--- src/rtl/timer16_pkg.sv ---
/*
 * Constants shared by the 16-bit timer/counter and its clock edge detector:
 * APB register offsets, control field positions, reset values, encodings.
 * Assumes a 32-bit APB with byte addresses and one register per aligned word.
 */
package timer16_pkg;

    // ------------------------------------------------------------------
    // Bus geometry
    // ------------------------------------------------------------------
    localparam int         ADDR_W = 8;
    localparam int         DATA_W = 32;

    // ------------------------------------------------------------------
    // Register byte offsets
    // ------------------------------------------------------------------
    localparam logic [7:0] OFS_TIMER_CONTROL   = 8'h00;
    localparam logic [7:0] OFS_COUNT_LOW_BYTE  = 8'h04;
    localparam logic [7:0] OFS_COUNT_HIGH_BYTE = 8'h08;
    localparam logic [7:0] OFS_FLAG_REG        = 8'h0c;
    localparam logic [7:0] OFS_ENABLE_REG      = 8'h10;
    localparam logic [7:0] OFS_PORT_C          = 8'h14;

    // ------------------------------------------------------------------
    // Control register fields and reset values
    // ------------------------------------------------------------------
    localparam int         BIT_WIDE_ACCESS   = 7;
    localparam int         BIT_PRESCALE_LO   = 4;
    localparam int         BIT_OSC_ENABLE    = 3;
    localparam int         BIT_SYNC_DISABLE  = 2;
    localparam int         BIT_CLOCK_SOURCE  = 1;
    localparam int         BIT_TIMER_RUN     = 0;
    localparam logic [7:0] CONTROL_WMASK     = 8'hbf;
    localparam logic [7:0] CONTROL_RESET     = 8'h00;
    localparam logic [1:0] DIRECTION_RESET   = 2'h3;
    localparam logic [1:0] LATCH_RESET       = 2'h0;

    // ------------------------------------------------------------------
    // Compare unit special event trigger mode
    // ------------------------------------------------------------------
    localparam logic [3:0] CMP_SPECIAL_EVENT = 4'hb;

endpackage

--- src/rtl/clk_edge_if.sv ---
/*
 * Carrier between the timer core and its external clock edge detector.
 * Assumes both ends sit in the same core clock domain.
 */
`timescale 1ns/1ps
interface clk_edge_if;
    logic raw_clock;
    logic sync_bypass;
    logic rise;

    modport core (output raw_clock, output sync_bypass, input rise);
    modport det  (input raw_clock, input sync_bypass, output rise);
endinterface

--- src/rtl/ext_edge_detect.sv ---
/*
 * Rising edge detector for the external timer clock, with an optional
 * two-stage synchroniser in front of it.
 * Assumes the raw clock level is a plain input sampled on clk.
 */
`timescale 1ns/1ps
module ext_edge_detect
    import timer16_pkg::*;
(
    // Clock and reset
    input  wire logic clk,
    input  wire logic reset,
    // Edge carrier
    clk_edge_if.det   ei
);

    typedef struct packed {
        logic stage_one;
        logic stage_two;
        logic prev_sync;
        logic prev_raw;
    } edge_state_t;

    edge_state_t st_ff;
    edge_state_t nxt_st;

    // ------------------------------------------------------------------
    // Synchroniser and history
    // ------------------------------------------------------------------
    // two-stage synchroniser
    always_comb begin
        nxt_st           = st_ff;
        nxt_st.stage_one = ei.raw_clock;
        nxt_st.stage_two = st_ff.stage_one;   // Only reader of stage_one
        nxt_st.prev_sync = st_ff.stage_two;
        nxt_st.prev_raw  = ei.raw_clock;
    end

    always_ff @(posedge clk) begin
        if (reset) begin
            st_ff <= '0;
        end else begin
            st_ff <= nxt_st;
        end
    end

    // Unsynchronised path sees the pin directly, so it can race a clear
    // pick sync or raw edge
    assign ei.rise = ei.sync_bypass ? (ei.raw_clock & ~st_ff.prev_raw)
                                    : (st_ff.stage_two & ~st_ff.prev_sync);

endmodule

--- src/rtl/timer16.sv ---
/*
 * 16-bit timer/counter with prescaler, external clock or low-power
 * oscillator source, overflow flag and compare-triggered clear, on APB.
 * Assumes APB master timing; pin inputs synchronous to clk.
 */
// Design decisions made here: the placing of the registers and the APB slave port.
`timescale 1ns/1ps
module timer16
    import timer16_pkg::*;
(
    // Clock and reset
    input  wire logic              clk,
    input  wire logic              reset,
    // APB slave
    input  wire logic              psel,
    input  wire logic              penable,
    input  wire logic              pwrite,
    input  wire logic [ADDR_W-1:0] paddr,
    input  wire logic [DATA_W-1:0] pwdata,
    output logic      [DATA_W-1:0] prdata,
    output logic                   pready,
    output logic                   pslverr,
    // Compare unit triggers
    input  wire logic              cmp_one_trigger,
    input  wire logic [3:0]        cmp_one_mode,
    input  wire logic              cmp_two_trigger,
    input  wire logic [3:0]        cmp_two_mode,
    // Core state
    input  wire logic              sleep,
    output logic                   overflow_irq,
    output logic                   osc_amp_enable,
    // Oscillator pins
    input  wire logic              osc_in_pin_in,
    output logic                   osc_in_pin_out,
    output logic                   osc_in_pin_oe,
    input  wire logic              osc_out_pin_in,
    output logic                   osc_out_pin_out,
    output logic                   osc_out_pin_oe
);

    typedef struct packed {
        logic [7:0]        timer_control;
        logic [15:0]       count;
        logic [7:0]        high_buffer;
        logic [2:0]        prescale;
        logic              overflow_flag;
        logic              overflow_irq_enable;
        logic [1:0]        port_c_direction;
        logic [1:0]        port_c_latch;
        logic [DATA_W-1:0] rdata;
    } timer_state_t;

    timer_state_t st_ff;
    timer_state_t nxt_st;
    clk_edge_if   ei ();

    logic       setup;
    logic       access;
    logic       mapped;
    logic       wr_ctrl;
    logic       wr_lo;
    logic       wr_hi;
    logic       wr_flag;
    logic       wr_ie;
    logic       wr_port;
    logic       cnt_write;
    logic       wide;
    logic       osc_en;
    logic       trig;
    logic       src_tick;
    logic       inc;
    logic       wrap;
    logic [2:0] ratio_m1;
    logic [1:0] pin_read;

    // ------------------------------------------------------------------
    // Control decode
    // ------------------------------------------------------------------
    // wide access mode
    assign wide   = st_ff.timer_control[BIT_WIDE_ACCESS];
    assign osc_en = st_ff.timer_control[BIT_OSC_ENABLE];

    // no sleep term, crystal keeps ticking
    assign osc_amp_enable = osc_en;

    // External clock comes from the shared pin, crystal or not
    assign ei.raw_clock   = osc_out_pin_in;
    assign ei.sync_bypass = st_ff.timer_control[BIT_SYNC_DISABLE];

    ext_edge_detect u_edge (
        .clk   (clk),
        .reset (reset),
        .ei    (ei)
    );

    // ------------------------------------------------------------------
    // APB decode
    // ------------------------------------------------------------------
    assign setup  = psel & ~penable;
    assign access = psel & penable;
    assign mapped = (paddr == OFS_TIMER_CONTROL)   || (paddr == OFS_COUNT_LOW_BYTE) ||
                    (paddr == OFS_COUNT_HIGH_BYTE) || (paddr == OFS_FLAG_REG) ||
                    (paddr == OFS_ENABLE_REG)      || (paddr == OFS_PORT_C);

    // Writes land only at the access edge
    assign wr_ctrl = access & pwrite & (paddr == OFS_TIMER_CONTROL);
    assign wr_lo   = access & pwrite & (paddr == OFS_COUNT_LOW_BYTE);
    assign wr_hi   = access & pwrite & (paddr == OFS_COUNT_HIGH_BYTE);
    assign wr_flag = access & pwrite & (paddr == OFS_FLAG_REG);
    assign wr_ie   = access & pwrite & (paddr == OFS_ENABLE_REG);
    assign wr_port = access & pwrite & (paddr == OFS_PORT_C);

    // High write in wide mode only fills the buffer
    assign cnt_write = wr_lo | (wr_hi & ~wide);

    // Zero wait states; unmapped words answer with an error
    assign pready  = 1'b1;
    assign pslverr = access & ~mapped;
    assign prdata  = st_ff.rdata;

    // ------------------------------------------------------------------
    // Count source and prescaler
    // ------------------------------------------------------------------
    // internal tick each cycle, core clock halts in Sleep
    assign src_tick = st_ff.timer_control[BIT_CLOCK_SOURCE] ? ei.rise : ~sleep;

    always_comb begin
        case (st_ff.timer_control[BIT_PRESCALE_LO +: 2])
            2'h0:    ratio_m1 = 3'h0;
            2'h1:    ratio_m1 = 3'h1;
            2'h2:    ratio_m1 = 3'h3;
            2'h3:    ratio_m1 = 3'h7;
            default: ratio_m1 = 3'h0;
        endcase
    end

    // only counts while running
    // Greater-or-equal so a ratio cut mid-count cannot stall for up to 7 ticks
    assign inc  = st_ff.timer_control[BIT_TIMER_RUN] & src_tick & (st_ff.prescale >= ratio_m1);
    assign wrap = inc & (st_ff.count == 16'hffff);

    // unsynchronised edges may land beside it; no extra guarding
    assign trig = (cmp_one_trigger & (cmp_one_mode == CMP_SPECIAL_EVENT)) |
                  (cmp_two_trigger & (cmp_two_mode == CMP_SPECIAL_EVENT));

    // ------------------------------------------------------------------
    // Pins
    // ------------------------------------------------------------------
    // oscillator overrides direction, pins read zero
    assign pin_read        = osc_en ? 2'h0 : {osc_in_pin_in, osc_out_pin_in};
    assign osc_out_pin_oe  = ~osc_en & ~st_ff.port_c_direction[0];
    assign osc_in_pin_oe   = ~osc_en & ~st_ff.port_c_direction[1];
    assign osc_out_pin_out = st_ff.port_c_latch[0];
    assign osc_in_pin_out  = st_ff.port_c_latch[1];

    assign overflow_irq = st_ff.overflow_flag & st_ff.overflow_irq_enable;

    // ------------------------------------------------------------------
    // Next state
    // ------------------------------------------------------------------
    always_comb begin
        nxt_st = st_ff;

        // Control and plain registers
        if (wr_ctrl) begin
            nxt_st.timer_control = pwdata[7:0] & CONTROL_WMASK;
        end
        if (wr_ie) begin
            nxt_st.overflow_irq_enable = pwdata[0];
        end
        if (wr_port) begin
            nxt_st.port_c_direction = pwdata[1:0];
            nxt_st.port_c_latch     = pwdata[3:2];
        end

        // Prescaler
        if (st_ff.timer_control[BIT_TIMER_RUN] & src_tick) begin
            nxt_st.prescale = (st_ff.prescale >= ratio_m1) ? 3'h0 : st_ff.prescale + 3'h1;
        end
        if (wr_lo) begin
            nxt_st.prescale = 3'h0;
        end

        // Counter: write, then trigger clear, then increment
        if (wr_lo) begin
            nxt_st.count = {(wide ? st_ff.high_buffer : st_ff.count[15:8]), pwdata[7:0]};
        end else if (wr_hi & ~wide) begin
            // byte mode hits live high byte
            nxt_st.count[15:8] = pwdata[7:0];
        end else if (trig) begin
            // restart from zero makes compare value the period
            nxt_st.count = 16'h0000;
        end else if (inc) begin
            nxt_st.count = st_ff.count + 16'h0001;
        end

        // wide high write fills buffer only
        if (wr_hi & wide) begin
            nxt_st.high_buffer = pwdata[7:0];
        end
        if (setup & ~pwrite & wide & (paddr == OFS_COUNT_LOW_BYTE)) begin
            nxt_st.high_buffer = st_ff.count[15:8];
        end

        // Flag: software write, then hardware set wins
        if (wr_flag) begin
            nxt_st.overflow_flag = pwdata[0];
        end
        // only a real wrap sets it, a count write (low byte, or high byte in byte mode) or trigger cancels the wrap
        if (wrap & ~cnt_write & ~trig) begin
            nxt_st.overflow_flag = 1'b1;
        end

        // Read data captured in setup so the low byte and buffer agree
        if (setup & ~pwrite) begin
            case (paddr)
                OFS_TIMER_CONTROL:   nxt_st.rdata = {24'h0, st_ff.timer_control};
                OFS_COUNT_LOW_BYTE:  nxt_st.rdata = {24'h0, st_ff.count[7:0]};
                OFS_COUNT_HIGH_BYTE: nxt_st.rdata = {24'h0, (wide ? st_ff.high_buffer : st_ff.count[15:8])};
                OFS_FLAG_REG:        nxt_st.rdata = {31'h0, st_ff.overflow_flag};
                OFS_ENABLE_REG:      nxt_st.rdata = {31'h0, st_ff.overflow_irq_enable};
                OFS_PORT_C:          nxt_st.rdata = {26'h0, pin_read, st_ff.port_c_latch, st_ff.port_c_direction};
                default:             nxt_st.rdata = 32'h0;
            endcase
        end
    end

    // State register
    always_ff @(posedge clk) begin
        if (reset) begin
            st_ff                  <= '0;
            st_ff.timer_control    <= CONTROL_RESET;
            st_ff.port_c_direction <= DIRECTION_RESET;
            st_ff.port_c_latch     <= LATCH_RESET;
        end else begin
            st_ff <= nxt_st;
        end
    end
endmodule

--- config.mk ---
export PLATFORM = sky130hd
export DESIGN_NAME = timer16
export DESIGN_NICKNAME = d
export VERILOG_FILES = /design/src/rtl/timer16_pkg.sv /design/src/rtl/clk_edge_if.sv /design/src/rtl/ext_edge_detect.sv /design/src/rtl/timer16.sv
export SDC_FILE = /design/constraint.sdc
export NUM_CORES = 1
export LEC_CHECK = 0
export BUFFER_PORTS_ARGS = -buffer_cell sky130_fd_sc_hd__buf_4
export CORE_MARGIN = 2
export CORE_UTILIZATION = 30
export DETAILED_ROUTE_END_ITERATION = 6
export SETUP_SLACK_MARGIN = 0.3
export SLEW_MARGIN = 15
export SYNTH_ARGS = -nofsm -noshare
export SYNTH_HDL_FRONTEND = slang
export SYNTH_SLANG_ARGS = --single-unit
--- constraint.sdc ---
create_clock -name clk -period 5.1 [get_ports clk]
set_clock_uncertainty 0.1 [all_clocks]
set_input_delay 0.51 -clock clk [delete_from_list [all_inputs] [get_ports clk]]
set_output_delay 0.51 -clock clk [all_outputs]
set_load 0.01 [all_outputs]
==> metrics.yaml <==
run_status: "finished, final reports clean"
crit-reg2reg-launch: "st_ff[69]$_SDFFE_PP0P_"
area_delta_synth_final_pct: 11.9
synth_async_sr_flop_share: 0
setup.worst_path.start: "st_ff[69]$_SDFFE_PP0P_"
placed_area_sq_um: 3550
core_region_area_sq_um: 10700
final.fill_count: 1132
core.rowCount: 38
detail-route-antenna-nets: 0
global_route_overflow: 0
fin_tns_setup_ns: 0
power.ir.vdd_worst_v: 0.0000917
power.leakage_nw: 1.40
critical_path_buf_inv_count: 0
vias: 3048
cts.sinks: 51
initial_utilization: 0.304
setup_violations: 0
crit_path_max_fanout: 10
timing.critical_path.required_ns: 5.24
vias_per_cell: 5.31
cts_max_path_buffers: 2
timing.critical_path.slowest_cell_delay_ns: 0.63
synth-seq-area-share: 0.313
final.period_utilization: 0.556
ys_dominant_reg_cell: "sky130_fd_sc_hd__dfxtp_1"
post_synth_edffs: 0
cp_data_arrival_time_ns: 2.98
yosysTopAreaCellShare: 0.313
postRouteWirelength_microns: 8890
critical_path.cell_chain: "or2_2 > ha_1 > nand2b_1 > a31oi_1 > nor3_2 > nand3_1 > or4b_1 > a21oi_1"
cts.htree.levels: 2
report.final.slew_viol_count: 0
cts-root-buf: "sky130_fd_sc_hd__clkbuf_8"
grt_pass1_vias: 2732
synthTopCellsByArea: "sky130_fd_sc_hd__dfxtp_1 (31%), sky130_fd_sc_hd__mux2i_1 (8.0%), sky130_fd_sc_hd__buf_4 (7.6%)"
timing.critical_path.max_delay_family: "simple AND/OR/NAND/NOR gates"
post_drt_wl_per_cell_microns: 15.5
totalPowerFinal_uw: 741
power.net_switching_uw: 185
synth.most_common_cell: "sky130_fd_sc_hd__dfxtp_1"
tritoncts: "yes"
maximum_number_of_pins_on_one_net_before_global_route_repair: 47
boundaryPins: 98
final_instance_area_sq_um: 3650
hold_violations: 0
design.die.area_sq_um: 11700
cap_violations: 0
synth_top_cell_by_area: "sky130_fd_sc_hd__dfxtp_1"
p_clk_frac: 0.347
grt_setup_unrepaired: "no"
postSynthRegisterBits: 51
hold_path_startpoint: "osc_out_pin_in"
synth-warning-count: 0
firstDrtPassIters: 7
worstHoldPathType: "in2reg"
cellInternalPower_uw: 556
drc_errors: 0
first_iter_violations: 271
detailedPlacementHpwl_microns: 6730
synth_common_cells: "sky130_fd_sc_hd__dfxtp_1 (51), sky130_fd_sc_hd__nor2_1 (46), sky130_fd_sc_hd__nand2_1 (35), sky130_fd_sc_hd__buf_4 (33)"
groute.usage.overall: 0.155
worst_setup_path_end_kind: "flip-flop"
max_slew_margin: 0.463
timing.critical_path.from_type: "flip-flop"
die_h_microns: 108
power_switching_share: 0.250
gpl.final_weighted_congestion: 0.870
clock_latency_on_the_worst_skew_pair_ns: 0.30
antenna_cells_inserted: 0
finalCoreUtilization: 0.340
share_comb_of_total_power: 0.107
antenna_found_initial: 0
synth_area_sq_um: 3260
share_seq_of_total_power: 0.546
syn_avg_cell_area_sq_um: 8.03
post_cts_resized: 0
post_route_cells_drive_above_1_share: 0.159
count_of_nets_after_finishing: 496
grt_first_pass_wirelength_microns: 14200
timing.hold.ws_ns: 0.355
io_buffers: 48
synth.lib_cells_used.distinct: 60
period_minus_slack_ns: 2.84
die-width_microns: 108
power_density_nw_per_um2: 203
max_freq_mhz: 352
cts.hold.buffers_added: 0
slowest_stage: "sky130_fd_sc_hd__nor3_2"
path_class: "reg2reg"
syn_inst: 406
clk_pin_slew_worst_paths_ns: 0.09
post-cts-setup-buffers: 0
tightest_slew_ns: 0.804
numCtsBuffers: 5
## metal layers
layer | GRT usage | vias up | wire, microns
met3 | 0.0229 | 15 | 801
met5 | 0 | - | 0
met1 | 0.205 | 1395 | 3720
met2 | 0.258 | 158 | 4190
met4 | 0.0531 | 0 | 180
li1 | - | 1480 | -
## layout by cell type, fill, tap and decap left out, types with 7 or more instances in the layout
| master | n |
|---|---|
| sky130_fd_sc_hd__nor2_1 | 46 |
| sky130_fd_sc_hd__conb_1 | 25 |
| sky130_fd_sc_hd__a21oi_1 | 26 |
| sky130_fd_sc_hd__clkbuf_8 | 7 |
| sky130_fd_sc_hd__a211oi_1 | 13 |
| sky130_fd_sc_hd__inv_1 | 8 |
| sky130_fd_sc_hd__nand3_1 | 10 |
| sky130_fd_sc_hd__buf_4 | 49 |
| sky130_fd_sc_hd__nand2_1 | 35 |
| sky130_fd_sc_hd__nand4_1 | 7 |
| sky130_fd_sc_hd__o21ai_0 | 19 |
| sky130_fd_sc_hd__dfxtp_1 | 51 |
| sky130_fd_sc_hd__mux2i_1 | 26 |
| sky130_fd_sc_hd__nor3_1 | 15 |
## power by group through the flow
stage	Sequential (mW)	Combinational [mW]	Clock [mW]
6_report	0.404	0.0791	0.257
4_1_cts	0.404	0.0786	0.264
5_1_grt	0.405	0.0867	0.284
2_1_floorplan	0.412	0.0579	0
3_3_place_gp	0.413	0.0774	0
3_5_place_dp	0.414	0.0783	0
## through the flow
step | setup WS [ns] | cells
6_report | 2.26 | 574
4_1_cts | 2.27 | 574
2_1_floorplan | 2.75 | 429
3_3_place_gp | 2.12 | 566
3_5_place_dp | 2.10 | 566
5_1_grt | 2.12 | 574
## logic make-up after synthesis
kind of cell	Yosys count	share of synthesized area
muxes	28	0.0867
adders and majority gates	5	0.0192
xor gates and xnor gates	3	0.00806
and+or+nand+nor	156	0.245
DFF	51	0.313
AOI/OAI and AO/OA	101	0.211
buffers and inverters	60	0.114
other	2	0.00230
## worst register-to-register path, stage by stage (launching register included)
cell and delay [ns]:
sky130_fd_sc_hd__dfxtp_1 0.36, sky130_fd_sc_hd__or2_2 0.31, sky130_fd_sc_hd__ha_1 0.27, sky130_fd_sc_hd__nand2b_1 0.09, sky130_fd_sc_hd__a31oi_1 0.11, sky130_fd_sc_hd__nor3_2 0.63
sky130_fd_sc_hd__nand3_1 0.21, sky130_fd_sc_hd__or4b_1 0.55, sky130_fd_sc_hd__a21oi_1 0.15
## layout make-up
class                           instances  area (sq um)  share of cell area
Multi-Input combinational cell        318          1960               0.536
Timing Repair Buffer                   49           368               0.101
Inverter                                8          30.0             0.00823
Tap cell                              140           175              0.0480
Sequential cell                        51          1020               0.280
Clock buffer                            8           100              0.0274
## final timing paths
| check | to | slack [ns] | cells after the start |
|---|---|---|---|
| setup / recovery | st_ff[37]$_SDFFE_PP0P_ | 2.26 | 8 |
| hold / removal | u_edge.st_ff[0]$_SDFF_PP0_ | 0.36 | 2 |
| setup reg to reg | st_ff[37]$_SDFFE_PP0P_ | 2.26 | 8 |
| hold reg to reg | prdata[5]$_SDFFE_PP0P_ | 0.36 | 2 |
## flip-flops by register name (all words and copies together), names as in the netlist
signal           cells
u_edge.st_ff         2
osc_in_pin_out       1
osc_out_pin_out      1
u_edge.nxt_st        1
st_ff               36
prdata               8
ei.sync_bypass       1
osc_amp_enable       1
Note: power is estimated with default switching activity, not from simulation.
